<file path="src/pkg/tllc_pkg.sv">
// Package: modes, widths, loopback selections and carrier types for the channel mode control
package tllc_pkg;
	localparam int DATA_W = 20;
	localparam int SLIP_W = 5;
	localparam int FIFO_DEPTH = 16;
	localparam logic [4:0] SLIP_MAX_NARROW = 5'h09;
	localparam logic [4:0] SLIP_MAX_WIDE = 5'h13;
	localparam logic [4:0] SLIP_RESET = 5'h00;
	localparam logic [4:0] WIDTH_8 = 5'h08;
	localparam logic [4:0] WIDTH_10 = 5'h0A;
	localparam logic [4:0] WIDTH_20 = 5'h14;
	localparam logic [1:0] MODE_BASIC = 2'h0;
	localparam logic [1:0] MODE_DETLAT = 2'h1;
	localparam logic [1:0] MODE_VIDEO = 2'h2;
	localparam logic [1:0] MODE_PIPE = 2'h3;
	localparam logic [1:0] LB_NONE = 2'h0;
	localparam logic [1:0] LB_REV_PAR = 2'h1;
	localparam logic [1:0] LB_SERIAL = 2'h2;
	localparam logic [1:0] LB_REV_SER = 2'h3;
	typedef struct packed {
		logic [1:0] mode;
		logic quad_10g;
		logic bonded4;
		logic [4:0] width;
		logic byte_ser;
		logic video_3g;
		logic tx_registered;
		logic ref_eq_low;
		logic pfd_req;
		logic low_latency;
	} tllc_cfg_type;
	typedef struct packed {
		logic valid;
		logic [DATA_W-1:0] data;
	} tllc_word_type;
endpackage : tllc_pkg

</file>
<file path="src/logic/tllc_ctrl.sv">
// Channel mode control: latency buffers, bit-slip, PFD feedback, video widths, loopback select
`timescale 1ns/1ps
`default_nettype none

// Transmit phase FIFO with parameterised width and depth
module tllc_fifo #(
	parameter int WIDTH = 20,
	parameter int DEPTH = 16
) (
	input wire logic clk,
	input wire logic rst_n,
	input wire logic ce,
	input wire logic in_valid,
	output logic in_ready,
	input wire logic [WIDTH-1:0] in_data,
	output logic out_valid,
	input wire logic out_ready,
	output logic [WIDTH-1:0] out_data
);
	localparam int AW = $clog2(DEPTH);
	logic [WIDTH-1:0] mem [DEPTH];
	logic [AW:0] wr_ptr;
	logic [AW:0] rd_ptr;
	logic push;
	logic pop;
	assign in_ready = (wr_ptr - rd_ptr) != (AW+1)'(DEPTH);
	assign out_valid = wr_ptr != rd_ptr;
	assign out_data = mem[rd_ptr[AW-1:0]];
	assign push = ce & in_valid & in_ready;
	assign pop = ce & out_valid & out_ready;
	always_ff @(posedge clk) begin
		if (push) begin
			mem[wr_ptr[AW-1:0]] <= in_data;
		end
	end
	always_ff @(posedge clk or negedge rst_n) begin
		if (!rst_n) begin
			wr_ptr <= '0;
			rd_ptr <= '0;
		end else begin
			if (push) begin
				wr_ptr <= wr_ptr + 1'b1;
			end
			if (pop) begin
				rd_ptr <= rd_ptr + 1'b1;
			end
		end
	end
endmodule : tllc_fifo

module tllc_ctrl
	import tllc_pkg::*;
(
	// Clock, reset, enable
	input wire logic CORE_CLK,
	input wire logic RESET_N,
	input wire logic CLK_EN,
	// Configuration
	input wire tllc_pkg::tllc_cfg_type CFG,
	input wire logic RECONFIG,
	input wire logic [1:0] LOOP_SEL,
	input wire logic RX_DETECT_LOOP,
	input wire logic POWER_P0,
	input wire logic REV_SER_PRE_CDR,
	// Link clock and serial pins
	input wire logic LINK_CLK,
	input wire logic RX_SERIAL,
	input wire logic RX_SERIAL_RETIMED,
	output logic TX_SERIAL,
	output logic RX_BUF_EN,
	output logic TX_PCS_EN,
	// Transmit fabric path
	input wire logic TX_VALID,
	output logic TX_READY,
	input wire logic [tllc_pkg::DATA_W-1:0] TX_DATA,
	input wire logic [tllc_pkg::SLIP_W-1:0] TX_SLIP,
	// Receive word aligner side
	input wire tllc_pkg::tllc_word_type RX_ALIGNED,
	input wire logic RX_SLIP_REQ,
	input wire logic RX_SYNC,
	output tllc_pkg::tllc_word_type RX_WORD,
	output logic [tllc_pkg::SLIP_W-1:0] RX_SLIP_COUNT,
	// Status
	output tllc_pkg::tllc_word_type SER_WORD,
	output logic [1:0] LOOP_ACTIVE,
	output logic PFD_FEEDBACK,
	output logic PFD_CORE_CLK,
	output logic CFG_ERROR
);
	import tllc_pkg::*;

	logic [2:0] lclk_sync;
	logic [1:0] rx_sync_pin;
	logic [1:0] rxr_sync_pin;
	logic link_edge;
	logic cfg_ok;
	logic [1:0] next_loop;
	logic [4:0] slip_limit;
	logic [4:0] tx_slip_eff;
	logic [4:0] rx_slip_acc;
	logic rx_sync_d;
	logic fifo_valid;
	logic [DATA_W-1:0] fifo_data;
	logic tx_pop;
	logic tx_push;
	logic fifo_ready;
	logic ser_load;
	logic [4:0] tx_level;
	logic [4:0] next_level;
	tllc_word_type tx_reg;
	tllc_word_type tx_src;
	logic [2*DATA_W-1:0] shift;
	logic [4:0] bit_idx;

	function automatic logic loop_allowed(input logic [1:0] sel, input tllc_cfg_type c);
		case (sel)
			LB_REV_PAR: loop_allowed = c.mode == MODE_PIPE;
			LB_SERIAL: loop_allowed = c.mode != MODE_PIPE;
			LB_REV_SER: loop_allowed = !c.quad_10g;
			default: loop_allowed = 1'b1;
		endcase
	endfunction : loop_allowed

	// Pin inputs through two flops; link clock through a third for edge detect
	always_ff @(posedge CORE_CLK or negedge RESET_N) begin
		if (!RESET_N) begin
			lclk_sync <= 3'h0;
			rx_sync_pin <= 2'h0;
			rxr_sync_pin <= 2'h0;
		end else if (CLK_EN) begin
			lclk_sync <= {lclk_sync[1:0], LINK_CLK};
			rx_sync_pin <= {rx_sync_pin[0], RX_SERIAL};
			rxr_sync_pin <= {rxr_sync_pin[0], RX_SERIAL_RETIMED};
		end
	end
	assign link_edge = lclk_sync[1] & ~lclk_sync[2];

	// Mode legality
	always_comb begin
		cfg_ok = 1'b1;
		if (CFG.mode == MODE_VIDEO) begin
			cfg_ok = !CFG.bonded4 && ((CFG.width == WIDTH_20 && CFG.byte_ser) ||
				(CFG.width == WIDTH_10 && !CFG.byte_ser && !CFG.video_3g));
		end
	end
	assign slip_limit = (CFG.width == WIDTH_8 || CFG.width == WIDTH_10) ? SLIP_MAX_NARROW : SLIP_MAX_WIDE;
	assign tx_slip_eff = (TX_SLIP > slip_limit) ? slip_limit : TX_SLIP;

	// Loopback selection
	always_comb begin
		next_loop = LOOP_ACTIVE;
		if (LOOP_SEL == LB_NONE || loop_allowed(LOOP_SEL, CFG)) begin
			if (LOOP_SEL == LB_SERIAL || LOOP_ACTIVE == LB_SERIAL) begin
				if (RECONFIG) begin
					next_loop = LOOP_SEL;
				end
			end else if (LOOP_SEL == LB_REV_PAR) begin
				if (RX_DETECT_LOOP && POWER_P0) begin
					next_loop = LB_REV_PAR;
				end
			end else begin
				next_loop = LOOP_SEL;
			end
		end
		if (!loop_allowed(next_loop, CFG)) begin
			next_loop = LB_NONE;
		end
	end
	always_ff @(posedge CORE_CLK or negedge RESET_N) begin
		if (!RESET_N) begin
			LOOP_ACTIVE <= LB_NONE;
			RX_BUF_EN <= 1'b1;
			TX_PCS_EN <= 1'b1;
			PFD_FEEDBACK <= 1'b0;
			PFD_CORE_CLK <= 1'b0;
			CFG_ERROR <= 1'b0;
		end else if (CLK_EN) begin
			LOOP_ACTIVE <= next_loop;
			RX_BUF_EN <= next_loop != LB_SERIAL;
			TX_PCS_EN <= next_loop != LB_REV_SER;
			PFD_FEEDBACK <= CFG.mode == MODE_DETLAT && CFG.ref_eq_low && CFG.pfd_req;
			PFD_CORE_CLK <= CFG.bonded4;
			CFG_ERROR <= !cfg_ok;
		end
	end

	// Receive slip count and registered receive buffer
	always_ff @(posedge CORE_CLK or negedge RESET_N) begin
		if (!RESET_N) begin
			rx_slip_acc <= SLIP_RESET;
			rx_sync_d <= 1'b0;
			RX_SLIP_COUNT <= SLIP_RESET;
			RX_WORD <= '0;
		end else if (CLK_EN) begin
			rx_sync_d <= RX_SYNC;
			if (!RX_SYNC) begin
				if (rx_sync_d) begin
					rx_slip_acc <= SLIP_RESET;
				end else if (RX_SLIP_REQ && CFG.low_latency) begin
					rx_slip_acc <= (rx_slip_acc == slip_limit) ? SLIP_RESET : rx_slip_acc + 5'h01;
				end
			end
			if (RX_SYNC && !rx_sync_d) begin
				RX_SLIP_COUNT <= rx_slip_acc;
			end
			RX_WORD <= RX_ALIGNED;
		end
	end

	// Transmit path: FIFO or single register
	tllc_fifo #(.WIDTH(DATA_W), .DEPTH(FIFO_DEPTH)) u_fifo (
		.clk(CORE_CLK),
		.rst_n(RESET_N),
		.ce(CLK_EN),
		.in_valid(tx_push),
		.in_ready(fifo_ready),
		.in_data(TX_DATA),
		.out_valid(fifo_valid),
		.out_ready(tx_pop),
		.out_data(fifo_data)
	);
	// Word taken only with ready; level keeps ready honest
	assign tx_push = TX_VALID & TX_READY & ~CFG.tx_registered;
	assign next_level = tx_level + 5'(tx_push & fifo_ready) - 5'(tx_pop & fifo_valid);
	always_ff @(posedge CORE_CLK or negedge RESET_N) begin
		if (!RESET_N) begin
			TX_READY <= 1'b0;
			tx_reg <= '0;
			tx_level <= 5'h00;
		end else if (CLK_EN) begin
			TX_READY <= CFG.tx_registered ? 1'b1 : next_level != 5'(FIFO_DEPTH);
			tx_level <= next_level;
			tx_reg <= '{valid: TX_VALID, data: TX_DATA};
		end
	end
	assign ser_load = link_edge & ((bit_idx == CFG.width - 5'h01) | (bit_idx >= WIDTH_20));
	assign tx_pop = ser_load & ~CFG.tx_registered;
	always_comb begin
		tx_src = CFG.tx_registered ? tx_reg : '{valid: fifo_valid, data: fifo_data};
		if (LOOP_ACTIVE == LB_REV_PAR) begin
			tx_src = RX_ALIGNED;
		end
	end

	// Serializer with slip delay
	always_ff @(posedge CORE_CLK or negedge RESET_N) begin
		if (!RESET_N) begin
			shift <= '0;
			bit_idx <= 5'h00;
			SER_WORD <= '0;
			TX_SERIAL <= 1'b0;
		end else if (CLK_EN) begin
			if (link_edge) begin
				if (ser_load) begin
					bit_idx <= 5'h00;
					shift <= {tx_src.valid ? tx_src.data : shift[DATA_W-1:0], shift[2*DATA_W-1:DATA_W]};
					SER_WORD <= tx_src;
				end else begin
					bit_idx <= bit_idx + 5'h01;
				end
				if (LOOP_ACTIVE == LB_REV_SER) begin
					TX_SERIAL <= REV_SER_PRE_CDR ? rx_sync_pin[1] : rxr_sync_pin[1];
				end else begin
					TX_SERIAL <= shift[6'(DATA_W) + 6'(bit_idx) - 6'(tx_slip_eff)];
				end
			end
		end
	end

	a_rx_reg_latency: assert property (@(posedge CORE_CLK) disable iff (!RESET_N)
		CLK_EN |=> RX_WORD == $past(RX_ALIGNED)) else $error("receive buffer latency not one cycle");
	a_slip_report: assert property (@(posedge CORE_CLK) disable iff (!RESET_N)
		CLK_EN && RX_SYNC && !rx_sync_d |=> RX_SLIP_COUNT == $past(rx_slip_acc)) else $error("slip count not reported");
	a_slip_bound: assert property (@(posedge CORE_CLK) disable iff (!RESET_N)
		(CFG.width == WIDTH_8 || CFG.width == WIDTH_10) |-> tx_slip_eff <= SLIP_MAX_NARROW)
		else $error("transmit slip above nine");
	a_loop_pipe: assert property (@(posedge CORE_CLK) disable iff (!RESET_N)
		CLK_EN && CFG.mode != MODE_PIPE |=> LOOP_ACTIVE != LB_REV_PAR) else $error("parallel loopback outside pipe");
	a_serial_buf: assert property (@(posedge CORE_CLK) disable iff (!RESET_N)
		LOOP_ACTIVE == LB_SERIAL |-> !RX_BUF_EN) else $error("input buffer on in serial loopback");
	a_serial_reconf: assert property (@(posedge CORE_CLK) disable iff (!RESET_N)
		CLK_EN && !RECONFIG && LOOP_ACTIVE != LB_SERIAL |=> LOOP_ACTIVE != LB_SERIAL) else $error("serial loopback no reconfig");
	a_revser_10g: assert property (@(posedge CORE_CLK) disable iff (!RESET_N)
		CLK_EN && CFG.quad_10g |=> LOOP_ACTIVE != LB_REV_SER) else $error("reverse serial in 10g mode");
	a_pfd_mode: assert property (@(posedge CORE_CLK) disable iff (!RESET_N)
		CLK_EN && !(CFG.mode == MODE_DETLAT && CFG.ref_eq_low) |=> !PFD_FEEDBACK)
		else $error("pfd feedback wrongly enabled");
	a_video_width: assert property (@(posedge CORE_CLK) disable iff (!RESET_N)
		CLK_EN && CFG.mode == MODE_VIDEO && CFG.bonded4 |=> CFG_ERROR) else $error("bonded video not flagged");
endmodule : tllc_ctrl
`default_nettype wire

</file>
<file path="config.mk">
export PLATFORM = sky130hd
export DESIGN_NAME = tllc_ctrl
export DESIGN_NICKNAME = d
export VERILOG_FILES = /design/src/pkg/tllc_pkg.sv /design/src/logic/tllc_ctrl.sv
export SDC_FILE = /design/constraint.sdc
export NUM_CORES = 1
export LEC_CHECK = 0
export BUFFER_PORTS_ARGS = -buffer_cell sky130_fd_sc_hd__buf_2
export CAP_MARGIN = 20
export CORE_ASPECT_RATIO = 0.9
export CORE_UTILIZATION = 50
export DETAILED_ROUTE_END_ITERATION = 8
export GPL_TIMING_DRIVEN = 0
export PLACE_DENSITY = 0.67
export SLEW_MARGIN = 15
export SYNTH_ARGS = -nofsm -noshare
export SYNTH_HDL_FRONTEND = slang
export SYNTH_SLANG_ARGS = --single-unit
</file>
<file path="constraint.sdc">
create_clock -name CORE_CLK -period 4.1 [get_ports CORE_CLK]
set_clock_uncertainty 0.15 [all_clocks]
set_input_delay 0.615 -clock CORE_CLK [delete_from_list [all_inputs] [get_ports CORE_CLK]]
set_output_delay 0.615 -clock CORE_CLK [all_outputs]
set_load 0.05 [all_outputs]
</file>
==> reports/results.ini <==
[run_status]
outcome = complete, no violations

[route]
wire_per_inst_um = 23.43
ant_nets = 0
routed_wl_mm = 46.37
drc = 0
drt_pass1_iterations = 5
vias = 11530
vias_per_cell = 5.827
drt_iter0_drc = 1225

[critical_path]
crit_family = compound AO/OA/AOI/OAI gates
startpoint_type = primary input
critical_path.most_common_cell = ha_1
criticalPathCategory = in -> reg
timing.rr.start = u_fifo.rd_ptr[1]
cp-startpoint = CFG[6]
cpPeakStageDelay_ps = 390
path_buf_inv = 3
crit_required_ps = 4380
crit_fanout = 4
end_kind = flop
path_cells = buf_2, inv_1, ha_1, o21a_2, inv_1, ha_1, o21ai_0, nand2b_1, a21oi_2, a41o_1, mux2i_1, ha_1, ha_1, fa_2, a21o_1, a21oi_1, xor2_1, o41ai_1, a31oi_1, a31oi_1
cp.arrival_ps = 4160
cp_slowest_cell = fa_2

[synthesis]
synth_top_family_by_area = multiplexers
netlist_instances = 1218
yosys.area_share.simple = 0.04476
synth.net_count = 1327
synth_fa_ha_area_frac = 0.02147
synth.mux.area_fraction = 0.1611
ys_ff_latch = 470
netlist_area_um2 = 19930
yosysUniqueCellTypes = 62
synth-main-ff-cell = edfxtp_1
postSynthAreaPerCell_um2 = 16.36
synth_xor_area_frac = 0.01180
synth_seq_area_share = 0.6706
ys_warn_count = 0
synthArstFlopShare = 0.3191
synth_edf_count = 320
synth_compound_area_frac = 0.06855

[sta]
hold_viol_final = 0
tns_ps = 0
relSlewSlack = 0.3334
setup_violations = 0
slew_viol_final = 0
clock.fmax_mhz = 257.7
worstMarginPinSlew_ps = 999.9
post-route-period-util = 0.9464
fin_crit_ps = 3880
rsz0062_at_grt = false

[placed_design]
io_buffers = 130
hpwl_mm = 30.49
post-place-cells = 1887
gp_congestion = 0.8645

[global_routing]
overflow = 0
grtUsageTotal = 0.2348
grt_max_degree = 86
grt_pass1_vias = 11640
antenna_found_initial = 2
grt_pass1_wl_mm = 70.32

[clock_tree]
path_clk_slew_ps = 60
clock-sinks = 470
cts_tree = built
h-tree-depth = 2
root_buffer = clkbuf_16
clk_latency_ps = 580
numCtsBuffers = 47
clockBufferDepth = 3

[finish]
diodes = 0
final_cell_mix = edfxtp_1, dfrtp_1, buf_2, mux4_2, nand2_1
final_core_util = 0.5855
area_delta_synth_final_pct = 15.65
largest_reg_flops = 320
final_common_cell = edfxtp_1
nNetsFinal = 1520
fin_cells = 1979
nFillCells = 2987
drive_gt1_frac = 0.2992

[power]
p_per_area_nw_per_um2 = 587.9
ir_drop_mv = 0.3019
p_leak_uw = 0.008693
p_total_uw = 13550

[floorplanning]
die_h_um = 191.4
coreArea_um2 = 39370
rows = 69
die_x_um = 212.5
die-area_um2 = 40670
initial_core_util = 0.5063
io_pins = 132

[flow_run]
drv_cap = 0

[min_path]
min_from = CFG[1]
hp-class = in -> reg

## logic make-up after synthesis
| kind of cell | Yosys count |
|---|---|
| AND/OR/NAND/NOR | 187 |
| buffers and inverters | 100 |
| XOR/XNOR | 26 |
| adder cells (fa/ha/maj) | 33 |
| AO/OA/AOI/OAI | 211 |
| multiplexers | 191 |
| flip-flops | 470 |
## worst paths after layout
kind                       slack, ps           end  cells past startpoint
max in group asynchronous       2500     TX_PCS_EN                      3
max                              220     TX_SERIAL                     20
min reg2reg                      320  SER_WORD[17]                      1
max reg2reg                      260      TX_READY                     17
min                              120  PFD_FEEDBACK                      2
min in group asynchronous        450     tx_reg[8]                      2
## worst register-to-register path, cell delays in order (launching register included)
cell and delay (ps):
dfrtp_2 440, buf_12 150, clkinvlp_4 90, ha_1 330, nand2b_1 120, a21boi_0 90
o21ai_1 170, nand2_1 70, a311o_1 360, ha_1 280, inv_1 40, ha_1 210
fa_1 430, a21o_1 200, a21oi_1 170, xnor2_1 170, xor2_1 170, a21oi_1 80
## metal layers
metal	share of wire	vias up	routed length (um)	GRT usage
met3	0.058	63	2706	0.03746
met1	0.44	5964	20440	0.3348
met2	0.48	377	22340	0.3759
met4	0.019	2	872	0.06586
li1	-	5125	-	-
met5	0.00026	-	12	0
## cell usage after synthesis (2+ instances only)
cell type,count,share of area
and2_1,2,0.00063
edfxtp_1,320,0.48
buf_2,13,0.0033
ha_1,31,0.019
o41ai_1,2,0.00088
mux2_4,20,0.015
a31oi_1,9,0.0028
a211oi_1,31,0.012
dfrtp_1,148,0.19
buf_1,6,0.0011
nand4_1,11,0.0035
nand3b_1,5,0.0019
xor2_1,9,0.0040
or3_1,2,0.00063
nor2_1,40,0.0075
mux2i_1,22,0.011
mux2_2,59,0.033
fa_1,2,0.0020
nor4bb_1,2,0.0010
mux4_2,90,0.10
o22ai_1,18,0.0056
nor2b_1,7,0.0022
nand2_1,76,0.014
nand3_1,5,0.0013
o21a_1,2,0.00075
inv_1,35,0.0066
o31ai_1,2,0.00075
a22o_1,3,0.0013
o21ai_0,62,0.016
a221o_1,6,0.0030
and4b_1,2,0.0010
clkbuf_1,39,0.0073
a21boi_0,3,0.0011
dfstp_2,2,0.0026
a21o_1,25,0.0094
nor4_1,2,0.00063
nor3_1,15,0.0038
buf_6,5,0.0028
xnor2_1,16,0.0070
o2bb2ai_1,2,0.00088
a21oi_1,37,0.0093
nand2b_1,10,0.0031
## power breakdown
| part | switching, uW | internal (uW) | total, uW |
|---|---|---|---|
| Sequential | 294 | 5590 | 5890 |
| Clock | 1770 | 2240 | 4010 |
| Combinational | 2210 | 1440 | 3650 |
## through the flow
stage | instance area, um^2 | setup slack [ps] | hold WS, ps
global route | 23050 | 6.143 | 115.0
finish | 23050 | 219.7 | 116.2
floorplan | 19970 | 6.157 | 169.4
CTS | 22960 | 4.115 | 95.09
detailed placement | 21510 | -701.0 | 314.2
global placement | 21280 | -1321 | 310.4
## what timing repair did
item / CTS / global route
setup endpoints to repair: 306 / 3
pin swaps: 0 / 3
hold buffers: 1 / 0
hold endpoints to repair: 65 / 0
buffers inserted: 1 / 8
gates resized for setup: 9 / 7
## area by class of cell
cell class | instances | area [um^2] | area share
buffer | 61 | 305.3 | 0.01324
clock buffer | 66 | 1279 | 0.05547
tap | 532 | 665.6 | 0.02888
inverter | 36 | 146.4 | 0.006351
sequential | 470 | 13370 | 0.5799
multi-input combinational | 648 | 6300 | 0.2733
timing repair buffer | 147 | 857.1 | 0.03718
clock inverter | 19 | 131.4 | 0.005699
No activity file was read; power rests on OpenSTA's default activity.
